File: src/rtl/fqs_pkg.sv
// shared constants and types of the flash mode controller
package fqs_pkg;

  // pin widths
  localparam int ADDR_W = 20;
  localparam int DATA_W = 16;

  // unlock and command words
  localparam logic [19:0] UNLOCK1_ADDR     = 20'h00555;
  localparam logic [15:0] UNLOCK1_DATA     = 16'h00aa;
  localparam logic [19:0] UNLOCK2_ADDR     = 20'h002aa;
  localparam logic [15:0] UNLOCK2_DATA     = 16'h0055;
  localparam logic [15:0] CMD_QUERY        = 16'h0098;
  localparam logic [15:0] CMD_ID           = 16'h0090;
  localparam logic [15:0] CMD_SEC          = 16'h0088;
  localparam logic [15:0] CMD_EXIT         = 16'h00f0;
  localparam logic [15:0] CMD_PROG         = 16'h00a0;
  localparam logic [15:0] CMD_SEC_PROG     = 16'h00a5;
  localparam logic [15:0] CMD_SEC_LOCK     = 16'h0085;
  localparam logic [15:0] CMD_ERASE        = 16'h0080;
  localparam logic [15:0] CMD_SECTOR       = 16'h0050;
  localparam logic [15:0] CMD_BLOCK        = 16'h0030;
  localparam logic [15:0] LOCK_DATA        = 16'h0000;
  localparam logic [19:0] QUERY_SHORT_ADDR = 20'h00055;
  localparam logic [15:0] QUERY_SHORT_DATA = 16'h0089;

  // address fields and the data toggle bit
  localparam int SECTOR_LSB = 11;
  localparam int BLOCK_LSB  = 15;
  localparam int TOGGLE_BIT = 6;

  // top-boot block map
  localparam logic [5:0]  BLK_TOP     = 6'h22;
  localparam logic [5:0]  BLK_4K_HI   = 6'h21;
  localparam logic [5:0]  BLK_4K_LO   = 6'h20;
  localparam logic [5:0]  BLK_16K     = 6'h1f;
  localparam logic [19:0] BLK_TOP_A   = 20'hfe000;
  localparam logic [19:0] BLK_4K_HI_A = 20'hfd000;
  localparam logic [19:0] BLK_4K_LO_A = 20'hfc000;
  localparam logic [19:0] BLK_16K_A   = 20'hf8000;
  localparam logic [19:0] BOOT_BASE   = 20'hfe000;

  // timing, in ns, and derived cycle counts
  localparam int CLK_NS        = 10;
  localparam int WE_LOW_NS     = 40;
  localparam int RD_ACCESS_NS  = 80;
  localparam int RST_LOW_NS    = 500;
  localparam int RST_REC_NS    = 50;
  localparam int BUSY_VALID_NS = 100;
  localparam int WE_LOW_CYC    = (WE_LOW_NS + CLK_NS - 1) / CLK_NS;
  localparam int RD_ACCESS_CYC = (RD_ACCESS_NS + CLK_NS - 1) / CLK_NS;
  localparam int RST_LOW_CYC   = (RST_LOW_NS + CLK_NS - 1) / CLK_NS;
  localparam int RST_REC_CYC   = (RST_REC_NS + CLK_NS - 1) / CLK_NS;
  localparam int BUSY_VAL_CYC  = (BUSY_VALID_NS + CLK_NS - 1) / CLK_NS;

  // user operations
  typedef enum logic [3:0] {
    OP_READ         = 4'h0,
    OP_QUERY_ENTER  = 4'h1,
    OP_QUERY_SHORT  = 4'h2,
    OP_ID_ENTER     = 4'h3,
    OP_SEC_ENTER    = 4'h4,
    OP_EXIT         = 4'h5,
    OP_PROGRAM      = 4'h6,
    OP_SEC_PROGRAM  = 4'h7,
    OP_SEC_LOCK     = 4'h8,
    OP_SECTOR_ERASE = 4'h9,
    OP_BLOCK_ERASE  = 4'ha,
    OP_HW_RESET     = 4'hb
  } fqs_op_t;

  // mode the device is believed to be in
  typedef enum logic [1:0] {
    MODE_READ  = 2'h0,
    MODE_QUERY = 2'h1,
    MODE_ID    = 2'h2,
    MODE_SEC   = 2'h3
  } fqs_mode_t;

  // main sequencer states
  typedef enum logic [10:0] {
    ST_RESET   = 11'h001,
    ST_RECOVER = 11'h002,
    ST_IDLE    = 11'h004,
    ST_PRE_RDY = 11'h008,
    ST_WRITE   = 11'h010,
    ST_WR_WAIT = 11'h020,
    ST_RD_WAIT = 11'h040,
    ST_BUSY    = 11'h080,
    ST_TOG1    = 11'h100,
    ST_TOG2    = 11'h200,
    ST_DONE    = 11'h400
  } fqs_state_t;

  // bus cycle states
  typedef enum logic [3:0] {
    B_IDLE   = 4'h1,
    B_SETUP  = 4'h2,
    B_STROBE = 4'h4,
    B_HOLD   = 4'h8
  } fqs_bstate_t;

endpackage

File: src/rtl/fqs_host.sv
// host-side sequencer for query, identification and security modes
`timescale 1ns/1ns
`default_nettype none
module fqs_host (
  input  wire logic                      clk,
  input  wire logic                      reset,
  input  wire logic                      cmd_valid,
  input  wire fqs_pkg::fqs_op_t          cmd_op,
  input  wire logic [fqs_pkg::ADDR_W-1:0] cmd_addr,
  input  wire logic [fqs_pkg::DATA_W-1:0] cmd_data,
  input  wire logic                      boot_protect,
  output logic                           cmd_ready,
  output logic                           rsp_valid,
  output logic                           rsp_err,
  output logic [fqs_pkg::DATA_W-1:0]     rsp_data,
  output fqs_pkg::fqs_mode_t             mode,
  output logic                           user_locked,
  output logic                           ce_n,
  output logic                           oe_n,
  output logic                           we_n,
  output logic [fqs_pkg::ADDR_W-1:0]     addr,
  output logic [fqs_pkg::DATA_W-1:0]     data_out,
  output logic                           data_oe,
  input  wire logic [fqs_pkg::DATA_W-1:0] data_in,
  output logic                           wp_n,
  output logic                           flash_rst_n,
  input  wire logic                      ready_busy_n
);
  import fqs_pkg::*;

  // all sequencer state
  typedef struct packed {
    fqs_state_t        st;       // sequencer state
    fqs_mode_t         mode;     // believed device mode
    logic              locked;   // user segment lock issued
    fqs_op_t           op;       // operation in flight
    logic [2:0]        step;     // write index in sequence
    logic [ADDR_W-1:0] a;        // target address
    logic [DATA_W-1:0] d;        // target data
    logic [15:0]       cnt;      // wait counter
    logic              tog;      // toggle bit of previous read
    logic              bstart;   // bus cycle request
    logic              brd;      // bus cycle is a read
    logic [ADDR_W-1:0] ba;       // bus cycle address
    logic [DATA_W-1:0] bd;       // bus cycle data
    logic              ready;    // command port ready
    logic              rvalid;   // answer pulse
    logic              rerr;     // answer refused
    logic [DATA_W-1:0] rdata;    // answer word
    logic              wp_n;     // boot guard pin
    logic              rst_n;    // device reset pin
  } fqs_host_t;

  fqs_host_t r_r;
  fqs_host_t r_nxt;

  logic [DATA_W-1:0] bus_rdata; // word from the last read cycle
  logic              bus_done;  // bus cycle finished
  logic [ADDR_W-1:0] tgt;       // decoded program/erase target
  logic              refuse;    // command may not be issued
  logic [36:0]       sw;        // {last, addr, data} of current write

  // base of a block in the top-boot map
  function automatic logic [ADDR_W-1:0] blk_base(input logic [5:0] n);
    logic [ADDR_W-1:0] b;
    b = {n[4:0], 15'h0000};
    if (n == BLK_TOP) begin
      b = BLK_TOP_A;
    end else if (n == BLK_4K_HI) begin
      b = BLK_4K_HI_A;
    end else if (n == BLK_4K_LO) begin
      b = BLK_4K_LO_A;
    end else if (n == BLK_16K) begin
      b = BLK_16K_A;
    end
    return b;
  endfunction

  // write number idx of the sequence for op: {last, address, data}
  function automatic logic [36:0] seq_word(input fqs_op_t op,
      input logic [2:0] idx, input logic [ADDR_W-1:0] a,
      input logic [DATA_W-1:0] d);
    logic [15:0] c;
    logic        erase;
    erase = (op == OP_SECTOR_ERASE) || (op == OP_BLOCK_ERASE);
    case (op)
      OP_QUERY_ENTER:  c = CMD_QUERY;
      OP_ID_ENTER:     c = CMD_ID;
      OP_SEC_ENTER:    c = CMD_SEC;
      OP_PROGRAM:      c = CMD_PROG;
      OP_SEC_PROGRAM:  c = CMD_SEC_PROG;
      OP_SEC_LOCK:     c = CMD_SEC_LOCK;
      OP_SECTOR_ERASE: c = CMD_ERASE;
      OP_BLOCK_ERASE:  c = CMD_ERASE;
      default:         c = CMD_EXIT;
    endcase
    if (op == OP_QUERY_SHORT) begin
      return {1'b1, QUERY_SHORT_ADDR, QUERY_SHORT_DATA};
    end
    case (idx)
      3'h0: return {1'b0, UNLOCK1_ADDR, UNLOCK1_DATA};
      3'h1: return {1'b0, UNLOCK2_ADDR, UNLOCK2_DATA};
      3'h2: return {~(erase || op == OP_PROGRAM || op == OP_SEC_PROGRAM
                      || op == OP_SEC_LOCK), UNLOCK1_ADDR, c};
      3'h3: begin
        if (op == OP_SEC_LOCK) begin
          return {1'b1, a, LOCK_DATA};
        end else if (erase) begin
          return {1'b0, UNLOCK1_ADDR, UNLOCK1_DATA};
        end
        return {1'b1, a, d};
      end
      3'h4: return {1'b0, UNLOCK2_ADDR, UNLOCK2_DATA};
      default: return {1'b1, a,
                       (op == OP_BLOCK_ERASE) ? CMD_BLOCK : CMD_SECTOR};
    endcase
  endfunction

  fqs_bus_cycle u_bus (
    .clk      (clk),
    .reset    (reset),
    .start    (r_r.bstart),
    .is_read  (r_r.brd),
    .addr     (r_r.ba),
    .wdata    (r_r.bd),
    .data_in  (data_in),
    .ce_n     (ce_n),
    .oe_n     (oe_n),
    .we_n     (we_n),
    .addr_out (addr),
    .data_out (data_out),
    .data_oe  (data_oe),
    .rdata    (bus_rdata),
    .done     (bus_done)
  );

  // target decode and admission checks for a new command
  always_comb begin
    tgt = cmd_addr;
    if (cmd_op == OP_SECTOR_ERASE) begin
      tgt = {cmd_addr[ADDR_W-1:SECTOR_LSB], 11'h000};
    end else if (cmd_op == OP_BLOCK_ERASE) begin
      tgt = blk_base(cmd_addr[5:0]);
    end
    refuse = 1'b0;
    case (cmd_op)
      OP_PROGRAM, OP_SECTOR_ERASE, OP_BLOCK_ERASE: begin
        // array changes only from read mode and outside a guarded boot block
        refuse = (r_r.mode != MODE_READ)
              || (!r_r.wp_n && tgt >= BOOT_BASE)
              || (cmd_op == OP_BLOCK_ERASE && cmd_addr[5:0] > BLK_TOP);
      end
      OP_SEC_PROGRAM, OP_SEC_LOCK: begin
        refuse = (r_r.mode != MODE_READ) || r_r.locked;
      end
      OP_QUERY_ENTER, OP_QUERY_SHORT, OP_ID_ENTER, OP_SEC_ENTER: begin
        // modes do not nest; leave the current one first
        refuse = (r_r.mode != MODE_READ);
      end
      default: refuse = 1'b0; // reads, exit and reset always allowed
    endcase
  end

  assign sw = seq_word(r_r.op, r_r.step, r_r.a, r_r.d);

  // sequencer next state
  always_comb begin
    r_nxt        = r_r;
    r_nxt.bstart = 1'b0;
    r_nxt.rvalid = 1'b0;
    r_nxt.wp_n   = ~boot_protect;
    case (r_r.st)
      ST_RESET: begin
        // hold the device reset pin low, then let it recover
        r_nxt.rst_n = 1'b0;
        if (r_r.cnt == 16'(RST_LOW_CYC - 1)) begin
          r_nxt.st    = ST_RECOVER;
          r_nxt.cnt   = 16'h0000;
          r_nxt.rst_n = 1'b1;
        end else begin
          r_nxt.cnt = r_r.cnt + 16'h0001;
        end
      end
      ST_RECOVER: begin
        if (r_r.cnt == 16'(RST_REC_CYC - 1)) begin
          r_nxt.st   = ST_DONE;
          r_nxt.mode = MODE_READ;
        end else begin
          r_nxt.cnt = r_r.cnt + 16'h0001;
        end
      end
      ST_IDLE: begin
        if (cmd_valid) begin
          r_nxt.op    = cmd_op;
          r_nxt.a     = tgt;
          r_nxt.d     = cmd_data;
          r_nxt.step  = 3'h0;
          r_nxt.cnt   = 16'h0000;
          r_nxt.rdata = '0;
          r_nxt.rerr  = refuse;
          if (refuse) begin
            r_nxt.st = ST_DONE;
          end else if (cmd_op == OP_HW_RESET) begin
            r_nxt.st = ST_RESET;
          end else if (cmd_op == OP_READ) begin
            // in a table mode the read returns that table
            r_nxt.bstart = 1'b1;
            r_nxt.brd    = 1'b1;
            r_nxt.ba     = cmd_addr;
            r_nxt.st     = ST_RD_WAIT;
          end else if (cmd_op == OP_EXIT) begin
            r_nxt.st = ST_PRE_RDY;
          end else begin
            r_nxt.st = ST_WRITE;
          end
        end
      end
      ST_PRE_RDY: begin
        // an exit while busy would be ignored; wait for ready
        if (ready_busy_n) begin
          r_nxt.st = ST_WRITE;
        end
      end
      ST_WRITE: begin
        r_nxt.bstart = 1'b1;
        r_nxt.brd    = 1'b0;
        r_nxt.ba     = sw[35:16];
        r_nxt.bd     = sw[15:0];
        r_nxt.st     = ST_WR_WAIT;
      end
      ST_WR_WAIT: begin
        if (bus_done) begin
          if (!sw[36]) begin
            r_nxt.step = r_r.step + 3'h1;
            r_nxt.st   = ST_WRITE;
          end else begin
            r_nxt.st = ST_DONE;
            case (r_r.op)
              OP_QUERY_ENTER, OP_QUERY_SHORT: r_nxt.mode = MODE_QUERY;
              OP_ID_ENTER:  r_nxt.mode = MODE_ID;
              OP_SEC_ENTER: r_nxt.mode = MODE_SEC;
              // one exit leaves any mode and clears upsets
              OP_EXIT:      r_nxt.mode = MODE_READ;
              OP_SEC_PROGRAM: r_nxt.st = ST_TOG1;
              OP_SEC_LOCK: begin
                r_nxt.locked = 1'b1;
                r_nxt.st     = ST_BUSY;
              end
              default: r_nxt.st = ST_BUSY;
            endcase
          end
        end
      end
      ST_BUSY: begin
        // busy pin is valid only a while after the last strobe
        if (r_r.cnt < 16'(BUSY_VAL_CYC)) begin
          r_nxt.cnt = r_r.cnt + 16'h0001;
        end else if (ready_busy_n) begin
          r_nxt.st = ST_DONE;
        end
      end
      ST_TOG1, ST_TOG2: begin
        // complemented-bit polling is not valid here, so compare toggles
        if (!r_r.brd || bus_done) begin
          r_nxt.bstart = 1'b1;
          r_nxt.brd    = 1'b1;
          r_nxt.ba     = r_r.a;
          if (bus_done) begin
            r_nxt.st  = ST_TOG2;
            r_nxt.tog = bus_rdata[TOGGLE_BIT];
            if (r_r.st == ST_TOG2 && bus_rdata[TOGGLE_BIT] == r_r.tog) begin
              r_nxt.bstart = 1'b0;
              r_nxt.st     = ST_DONE;
            end
          end
        end
      end
      ST_RD_WAIT: begin
        if (bus_done) begin
          r_nxt.rdata = bus_rdata;
          r_nxt.st    = ST_DONE;
        end
      end
      ST_DONE: begin
        r_nxt.rvalid = 1'b1;
        r_nxt.st     = ST_IDLE;
      end
      default: begin
        r_nxt.st = ST_IDLE;
      end
    endcase
    r_nxt.ready = (r_nxt.st == ST_IDLE);
  end

  // state register; reset pulses the device reset pin first
  always_ff @(posedge clk or posedge reset) begin
    if (reset) begin
      r_r <= '{st: ST_RESET, mode: MODE_READ, op: OP_READ, default: '0};
    end else begin
      r_r <= r_nxt;
    end
  end

  assign cmd_ready   = r_r.ready;
  assign rsp_valid   = r_r.rvalid;
  assign rsp_err     = r_r.rerr;
  assign rsp_data    = r_r.rdata;
  assign mode        = r_r.mode;
  assign user_locked = r_r.locked;
  assign wp_n        = r_r.wp_n;
  assign flash_rst_n = r_r.rst_n;
endmodule
`default_nettype wire

File: src/rtl/fqs_bus_cycle.sv
// one asynchronous flash bus cycle (read or write) on the pins
`timescale 1ns/1ns
`default_nettype none
module fqs_bus_cycle #(
  parameter int WE_CYC = fqs_pkg::WE_LOW_CYC,
  parameter int RD_CYC = fqs_pkg::RD_ACCESS_CYC
) (
  input  wire logic                      clk,
  input  wire logic                      reset,
  input  wire logic                      start,
  input  wire logic                      is_read,
  input  wire logic [fqs_pkg::ADDR_W-1:0] addr,
  input  wire logic [fqs_pkg::DATA_W-1:0] wdata,
  input  wire logic [fqs_pkg::DATA_W-1:0] data_in,
  output logic                           ce_n,
  output logic                           oe_n,
  output logic                           we_n,
  output logic [fqs_pkg::ADDR_W-1:0]     addr_out,
  output logic [fqs_pkg::DATA_W-1:0]     data_out,
  output logic                           data_oe,
  output logic [fqs_pkg::DATA_W-1:0]     rdata,
  output logic                           done
);
  import fqs_pkg::*;

  // counter is 8 bits wide
  if (WE_CYC < 1 || WE_CYC > 255 || RD_CYC < 1 || RD_CYC > 255) begin : g_chk
    $error("strobe counts must lie in 1..255");
  end

  // all state of the cycle engine
  typedef struct packed {
    fqs_bstate_t       st;    // phase
    logic [7:0]        cnt;   // strobe cycles left
    logic              rd;    // current cycle is a read
    logic              ce_n;  // chip select pin
    logic              oe_n;  // output gate pin
    logic              we_n;  // write strobe pin
    logic [ADDR_W-1:0] a;     // address pins
    logic [DATA_W-1:0] d;     // write data
    logic              doe;   // drive data pins
    logic [DATA_W-1:0] rd_d;  // captured read word
    logic              done;  // end of cycle pulse
  } fqs_bus_t;

  fqs_bus_t r_r;
  fqs_bus_t r_nxt;

  // next-state logic
  always_comb begin
    r_nxt      = r_r;
    r_nxt.done = 1'b0;
    case (r_r.st)
      B_IDLE: begin
        if (start) begin
          // address and select first, strobe a cycle later
          r_nxt.st   = B_SETUP;
          r_nxt.rd   = is_read;
          r_nxt.a    = addr;
          r_nxt.d    = wdata;
          r_nxt.ce_n = 1'b0;
          // data only driven while the output gate is high
          r_nxt.doe  = ~is_read;
        end
      end
      B_SETUP: begin
        r_nxt.st = B_STROBE;
        if (r_r.rd) begin
          r_nxt.oe_n = 1'b0;
          r_nxt.cnt  = 8'(RD_CYC - 1);
        end else begin
          r_nxt.we_n = 1'b0;
          r_nxt.cnt  = 8'(WE_CYC - 1);
        end
      end
      B_STROBE: begin
        if (r_r.cnt == 8'h00) begin
          r_nxt.st   = B_HOLD;
          r_nxt.oe_n = 1'b1;
          r_nxt.we_n = 1'b1;
          // access time has elapsed, word is stable now
          if (r_r.rd) begin
            r_nxt.rd_d = data_in;
          end
        end else begin
          r_nxt.cnt = r_r.cnt - 8'h01;
        end
      end
      B_HOLD: begin
        // address and data held one cycle past the strobe edge
        r_nxt.st   = B_IDLE;
        r_nxt.ce_n = 1'b1;
        r_nxt.doe  = 1'b0;
        r_nxt.done = 1'b1;
      end
      default: begin
        r_nxt.st = B_IDLE;
      end
    endcase
  end

  // state register
  always_ff @(posedge clk or posedge reset) begin
    if (reset) begin
      r_r <= '{st: B_IDLE, ce_n: 1'b1, oe_n: 1'b1, we_n: 1'b1, default: '0};
    end else begin
      r_r <= r_nxt;
    end
  end

  assign ce_n     = r_r.ce_n;
  assign oe_n     = r_r.oe_n;
  assign we_n     = r_r.we_n;
  assign addr_out = r_r.a;
  assign data_out = r_r.d;
  assign data_oe  = r_r.doe;
  assign rdata    = r_r.rd_d;
  assign done     = r_r.done;
endmodule
`default_nettype wire

File: config.mk
export PLATFORM = sky130hd
export DESIGN_NAME = fqs_host
export DESIGN_NICKNAME = d
export VERILOG_FILES = /design/src/rtl/fqs_pkg.sv /design/src/rtl/fqs_host.sv /design/src/rtl/fqs_bus_cycle.sv
export SDC_FILE = /design/constraint.sdc
export NUM_CORES = 1
export LEC_CHECK = 0
export BUFFER_PORTS_ARGS = -buffer_cell sky130_fd_sc_hd__buf_2
export CAP_MARGIN = 20
export CORE_AREA = 8 8 188 118
export CTS_BUF_LIST = sky130_fd_sc_hd__clkbuf_8 sky130_fd_sc_hd__clkbuf_16
export CTS_CLUSTER_SIZE = 20
export DETAILED_ROUTE_END_ITERATION = 8
export DIE_AREA = 0 0 196 126
export PLACE_DENSITY = 0.82
export SETUP_SLACK_MARGIN = 0.2
export SYNTH_ARGS = -nofsm -noshare
export SYNTH_HDL_FRONTEND = slang
export SYNTH_SLANG_ARGS = --single-unit
File: constraint.sdc
create_clock -name clk -period 6.02 [get_ports clk]
set_clock_uncertainty 0.15 [all_clocks]
set_input_delay 0.602 -clock clk [delete_from_list [all_inputs] [get_ports clk]]
set_output_delay 0.602 -clock clk [all_outputs]
set_load 0.05 [all_outputs]
==> results of run 1 <==
## state kept, by name (all words and copies together) (netlist names), 2 cells and up
name / count
u_bus.rdata: 16
mode: 2
rsp_data: 16
r_r: 109
u_bus.r_r: 13
u_bus.addr_out: 20
u_bus.data_out: 16
## cell families (layout without fill, tap and decap cells)
logic type,after synthesis,after routing
compound gates,201,201
mux,63,63
simple gates,397,397
xor+xnor,11,11
buf+inv,135,194
fa+ha+maj,10,10
flops,203,203
## per-stage QoR
step | instances | util, % | cell area [µm²]
floorplan | 1020 | - | 10100
CTS | 1330 | 57.1 | 11100
global route | 1331 | 57.1 | 11100
finish | 1331 | 57.1 | 11100
detailed placement | 1294 | 53.6 | 10500
global placement | 1294 | 53.6 | 10500
## cell usage after synthesis, types with 5 or more instances
cell type,instances
xor2_1,7
and3_1,9
a21oi_1,20
nor4b_1,5
o21ai_0,67
a22oi_1,10
a211o_1,5
o22ai_1,6
clkbuf_1,48
nor2b_1,10
a21o_1,6
buf_4,55
o211ai_1,5
nand2b_1,13
nand3_1,39
inv_1,24
mux2_2,61
nor3_1,13
nor2_1,50
dfrtp_1,198
nand4_1,9
o31ai_1,9
or4_1,6
or2_2,5
o41ai_1,5
ha_1,10
or3_1,6
a22o_1,12
nand2_1,185
a221oi_1,6
nor3b_1,5
a31oi_1,6
nor4_1,11
dfstp_2,5
and4_1,6
o21ai_1,6
a211oi_1,5
## cell type report
cell class / count / area (µm²)
fill: 1670 / 8370
sequential: 203 / 5090
multi-input combinational: 682 / 4260
timing repair buffer: 134 / 712
clock buffer: 27 / 608
tap: 252 / 315
inverter: 24 / 93.8
clock inverter: 9 / 70.1
## how the worst max path moves through the flow
stage | cells after the start | to
after floorplan | 1 | cmd_ready$_DFF_PP0_
after global placement | 6 | r_r[42]$_DFFE_PP0P_
after detailed placement | 6 | r_r[40]$_DFFE_PP0P_
after CTS | 6 | r_r[40]$_DFFE_PP0P_
after global routing | 6 | r_r[71]$_DFFE_PP0P_
final | 6 | r_r[71]$_DFFE_PP0P_
## power groups by stage
stage                     Clock, µW  Combinational [µW]  Sequential, µW
after floorplan                   0                1350            1880
after global placement            0                1530            1960
after detailed placement          0                1560            1970
after CTS                      1290                1570            1950
after global routing           1350                1720            2000
final                          1270                1580            1960
## worst max-delay path, cell delays in order, from the launching register on
cell and delay, ps:
dfrtp_1 410, nor4_1 660, nand4_1 280, o32ai_1 250
or3b_1 500, nand2b_1 460, o41ai_1 360
## metal layers
layer	share of wire, %	wire length, µm
met4	1.3	312
met2	39	9810
met1	48	12000
met5	0	0
met3	11	2710
==> summary.md, run 1 <==
| Metric | Value |
|---|---|
| Post-Synth Adder-Cell Area | `1.24%` |
| Post-Place Setup Slack | `2900 ps` |
| Maximum root-to-sink buffer count | `3` |
| RSZ-0062 raised after global routing | `false` |
| Comb pwr share | `32.9%` |
| Final setup fails | `0` |
| Largest area contributor in the netlist | `dfrtp_1` |
| Clock root cell | `clkbuf_16` |
| Cell Int Power | `2930 µW` |
| Hold_buf cts | `0` |
| Post-synth top area share | `49.1%` |
| Post-synthesis sequential area ratio | `50.4%` |
| Post-synthesis instance area | `0.0101 mm²` |
| Post-Syn Nets | `1091` |
| Max-Slew Margin vs Limit | `34.8%` |
| Post-synth cell types | `78` |
| Latest clock arrival within the worst-skew pair | `490 ps` |
| Fin nets | `1136` |
| IO Pins | `125` |
| M1 GR Usage | `30.4%` |
| Compound-Gate Fraction of Synth Area | `13.6%` |
| Core area | `0.0195 mm²` |
| M3 GR Usage | `6.44%` |
| Vias/cell | `5.89` |
| # resized after CTS | `0` |
| #FFs+latches synth | `203` |
| Peak VDD IR | `0.000265 V` |
| Remaining antenna violation count | `0` |
| Num CTS Buffers | `20` |
| Synthesized area per cell | `9.88 µm²` |
| Vias post-DR | `7834` |
| Ys Warns | `0` |
| Clk pin slew, worst setup/hold paths | `60 ps` |
| Crit share post-route | `53.1%` |
| Worst reg2reg endpoint | `r_r[71]$_DFFE_PP0P_` |
| Worst path required time | `6250 ps` |
| Most Crowded Layer GR | `met1` |
| Crit path launch | `r_r[73]$_DFFE_PP0P_` |
| Port bufs | `124` |
| GRT overflow | `0` |
| Simple-gate share of the synthesized area | `19.3%` |
| Die X | `196 µm` |
| Kind of critical path | `register to register` |
| Num rows | `40` |
| CTS sink count | `203` |
| All-layer global routing usage | `19.7%` |
| Setup TNS | `0 ps` |
| Final WL | `24900 µm` |
| Final min period | `3200 ps` |
| Max Slew Vio Count | `0` |
| Post-route setup slack | `2820 ps` |
| Worst path arrival time | `3420 ps` |
| HPWL Detailed | `18000 µm` |
| Hold path startpoint | `boot_protect` |
| Peak fanout along the critical path | `13` |
| N_diodes | `0` |
| Final hold vios | `0` |
| Initial antenna violation count | `0` |
| Maximum capacitance violations | `0` |
| Iter 0 DRT Violations | `782` |
| Full die area | `0.0247 mm²` |
| Area Growth Syn to Fin | `10.6%` |
| CTS tree | `yes` |
| Worst Hold Class | `input port to register` |
| Setup repair bufs after CTS | `0` |
| Gpl congestion | `0.934` |
| Worst slew pin tran | `977 ps` |
| Residual DRC | `0` |
| Sw frac | `39.0%` |
| Starting Density | `51.7%` |
| Multiplexer area fraction after synthesis | `7.01%` |
| Total power | `4810 µW` |
| Top cells by area, synth | `dfrtp_1 49%, nand2_1 6.9%, mux2_2 6.8%, buf_4 4.1%, o21ai_0 3.3%` |
| Drt pass-1 iters | `5` |
| R2r setup slk | `2820 ps` |
| Worst hold path depth | `2` |
| Largest net degree at the start of global routing | `151` |
| Most common cell after layout, fill and taps aside | `dfrtp_1` |
| Most frequent cells in the layout | `198 x dfrtp_1, 185 x nand2_1, 124 x buf_2` |
| Sequential Power Share | `40.8%` |
| RR Startpoint | `r_r[73]$_DFFE_PP0P_` |
| First-pass GRT wire length | `39900 µm` |
| Max H-tree Level | `1` |
| Type of origin of the critical path | `register` |
| Ys async rst share | `100%` |
| Critical path endpoint category | `register` |
| Detailed-route wire length per cell | `18.7 µm` |
| Leakage | `0.00538 µW` |
| Vias in the first global route | `7205` |
| Cells on worst reg2reg path | `6` |
| Area share of xor/xnor cells in the synthesized design | `0.956%` |
| Ys flop type | `dfrtp_1` |
| Power Density | `431 mW/mm²` |
| Hold slack | `92.8 ps` |
| Die Y-Extent | `126 µm` |
| Hold EP | `wp_n$_DFF_PP0_` |
| Clock Power Share | `26.4%` |
| Status | `completed` |
| Cell count after synthesis | `1020` |
| Main combinational cell family by area after synthesis | `simple AND/OR/NAND/NOR gates` |
| Post-synth EDFFs | `0` |
| Sw power | `1880 µW` |
| Met2 usage | `26.6%` |
| Layout cells sized above 1 | `23.7%` |
| Max Clk Rate | `313 MHz` |
No activity file was read; power rests on OpenSTA's default activity.
==> run 2, diff against run 1 <==
- clock period: 6.02 -> 2.6 ns (I/O delays scaled with it)
==> run 2 against run 1 <==
Design area up 16%. Global-route usage increased by 3.4 points. First-iteration DRC count grew 4.9%. Sequential cell count did not move. Sequential share of layout area is 6.3 points lower. Routed wire length rose by 18%. Power rose to 2.7 times the previous value. Register-to-register slack worse by 2800 ps. Critical path depth increased by 1. Via count grew 11%. Critical path type unchanged. Largest cell class unchanged.
==> summary.md, run 2 (synthesized netlist as in run 1, its figures left out) <==
| Metric | Value |
|---|---|
| Status | `completed (unchanged)` |
| Largest net degree at the start of global routing | `109 (was 151)` |
| # fillers | `1417 (was 1670)` |
| Clk pin slew, worst setup/hold paths | `60 ps (about the same)` |
| Met1 WL | `13000 µm (was 12000 µm)` |
| Maximum root-to-sink buffer count | `3 (unchanged)` |
| CP most frequent cell | `or4_4` |
| Sw frac | `39.2% (was 39.0%)` |
| Die Y-Extent | `126 µm (unchanged)` |
| Met2 WL | `12400 µm (was 9810 µm)` |
| Kind of critical path | `register to register (unchanged)` |
| Worst slew pin tran | `591 ps (was 977 ps)` |
| Cell Int Power | `7780 µW (was 2930 µW)` |
| Final min period | `2570 ps (was 3200 ps)` |
| Gpl congestion | `0.914 (was 0.934)` |
| Max H-tree Level | `1 (unchanged)` |
| Core area | `0.0195 mm² (unchanged)` |
| Met3 WL post-DR | `3210 µm (was 2710 µm)` |
| Final setup fails | `0 (unchanged)` |
| Sw power | `5010 µW (was 1880 µW)` |
| Die X | `196 µm (unchanged)` |
| Drt pass-1 iters | `7 (was 5)` |
| Final hold vios | `0 (unchanged)` |
| Sequential Power Share | `35.2% (was 40.8%)` |
| CTS tree | `yes (unchanged)` |
| Detailed-route wire length per cell | `19.9 µm (was 18.7 µm)` |
| N_diodes | `0 (unchanged)` |
| Critical path endpoint category | `register (unchanged)` |
| Clock Power Share | `26.2% (was 26.4%)` |
| Reg with most FFs | `r_r (unchanged)` |
| Fin nets | `1272 (was 1136)` |
| Layout cells sized above 1 | `33.0% (was 23.7%)` |
| Most frequent cells in the layout | `195 x dfrtp_1, 175 x nand2_1, 125 x buf_2 (was 198 x dfrtp_1, 185 x nand2_1, 124 x buf_2)` |
| Maximum capacitance violations | `0 (unchanged)` |
| Comb pwr share | `38.7% (was 32.9%)` |
| Port bufs | `124 (unchanged)` |
| Total power | `12800 µW (was 4810 µW)` |
| CTS sink count | `203 (unchanged)` |
| Most common cell after layout, fill and taps aside | `dfrtp_1 (unchanged)` |
| All-layer global routing usage | `23.1% (was 19.7%)` |
| Final WL | `29200 µm (was 24900 µm)` |
| Critical-path cell list | `or4_4, or4_4, a211o_1, o21ai_4, buf_12, a221oi_2, nand2_1 (was nor4_1, nand4_1, o32ai_1, or3b_1, nand2b_1, o41ai_1)` |
| Worst Hold Class | `input port to register (unchanged)` |
| Vias post-DR | `8724 (was 7834)` |
| Final Core Density | `66.3% (was 57.1%)` |
| Num rows | `40 (unchanged)` |
| Area Growth Syn to Fin | `28.4% (was 10.6%)` |
| Slowest CP cell | `or4_4 (was nor4_1)` |
| Iter 0 DRT Violations | `820 (was 782)` |
| Clock root cell | `clkbuf_16 (unchanged)` |
| Full die area | `0.0247 mm² (unchanged)` |
| Buffers and inverters on the worst path | `1 (was 0)` |
| Max Clk Rate | `390 MHz (was 313 MHz)` |
| Residual DRC | `0 (unchanged)` |
| Worst path arrival time | `2860 ps (was 3420 ps)` |
| Max Used Layer | `met5 (was met4)` |
| Peak VDD IR | `0.000739 V (was 0.000265 V)` |
| GRT overflow | `0 (unchanged)` |
| Largest delay contributor family on the critical path | `simple AND/OR/NAND/NOR gates (unchanged)` |
| Power Density | `988 mW/mm² (was 431 mW/mm²)` |
| Remaining antenna violation count | `0 (unchanged)` |
| Type of origin of the critical path | `register (unchanged)` |
| Peak fanout along the critical path | `14 (was 13)` |
| Leakage | `0.00622 µW (was 0.00538 µW)` |
| IO Pins | `125 (unchanged)` |
| Largest register FFs | `109 (unchanged)` |
| Slowest stage delay, CP | `550 ps (was 660 ps)` |
| RSZ-0062 raised after global routing | `true (was false)` |
| Max-Slew Margin vs Limit | `60.6% (was 34.8%)` |
| Starting Density | `51.7% (unchanged)` |
| First-pass GRT wire length | `46700 µm (was 39900 µm)` |
| Placed insts | `1357 (was 1294)` |
| Initial antenna violation count | `1 (was 0)` |
| Latest clock arrival within the worst-skew pair | `510 ps (was 490 ps)` |
| Vias/cell | `5.94 (was 5.89)` |
| Crit share post-route | `98.7% (was 53.1%)` |
| Max Slew Vio Count | `0 (unchanged)` |
| Worst path required time | `2900 ps (was 6250 ps)` |
| Layout Cells excl Fill | `1469 (was 1331)` |
| HPWL Detailed | `19400 µm (was 18000 µm)` |
| Vias in the first global route | `8554 (was 7205)` |
| Num CTS Buffers | `22 (was 20)` |
-- run 2: final timing paths --
check,from,to,slack (ps),cells past startpoint
max in group asynchronous,reset,r_r[131]$_DFF_PP0_,1410,4
hold / removal,cmd_op[1],r_r[116]$_DFFE_PP0P_,50,2
setup reg to reg,r_r[123]$_DFF_PP0_,r_r[46]$_DFFE_PP0P_,30,7
hold reg to reg,r_r[91]$_DFFE_PP0P_,r_r[91]$_DFFE_PP0P_,320,2
setup / recovery,r_r[123]$_DFF_PP0_,r_r[46]$_DFFE_PP0P_,30,7
min in group asynchronous,reset,r_r[88]$_DFFE_PP0P_,300,4
-- run 2: per-stage QoR --
stage	area (µm²)	setup TNS, ps	setup slack [ps]	hold slack (ps)
global route	12900	-0.820	-0.820	59.5
detailed placement	11100	0	28.1	255
floorplan	10200	-87390	-436	169
global placement	11100	-136	-77.6	254
finish	12900	0	32.7	52.7
CTS	12700	0	86.5	34.7
-- run 2: worst reg2reg max path, delay by kind of cell (launching register included) --
kind,cells,cell delay (ps)
AND/OR/NAND/NOR,3,1150
buffers and inverters,1,180
AO/OA/AOI/OAI,3,620
flip-flops,1,410
-- run 2: timing repair --
action                     in CTS  in global routing
buffers inserted                7                  3
hold endpoints to repair      271                  0
pin swaps                      10                 21
gates resized for setup        17                 66
setup endpoints to repair      45                 84
gates cloned                    2                  2
hold buffers                   58                  0
-- run 2: layout make-up --
cell class	count	area (µm²)	area share, %
well taps	252	315	2.44
repair buffers	267	1960	15.2
flip-flops and latches	203	5090	39.3
clock buffers	28	633	4.89
clock inverters	12	154	1.19
multi-input cells	683	4700	36.3
inverters	24	93.8	0.725
-- run 2: layer usage --
metal,up-vias,GRT usage (%)
li1,3940,-
met1,4204,34.1
met2,512,33.3
met3,66,6.28
met4,2,4.88
met5,-,0
-- run 2: power groups by stage --
stage	logic (µW)	registers, µW	clock network [µW]
floorplan	3300	4350	0
global placement	4110	4460	0
detailed placement	4200	4500	0
CTS	4560	4460	3380
global route	5300	4590	3500
finish	4950	4500	3350
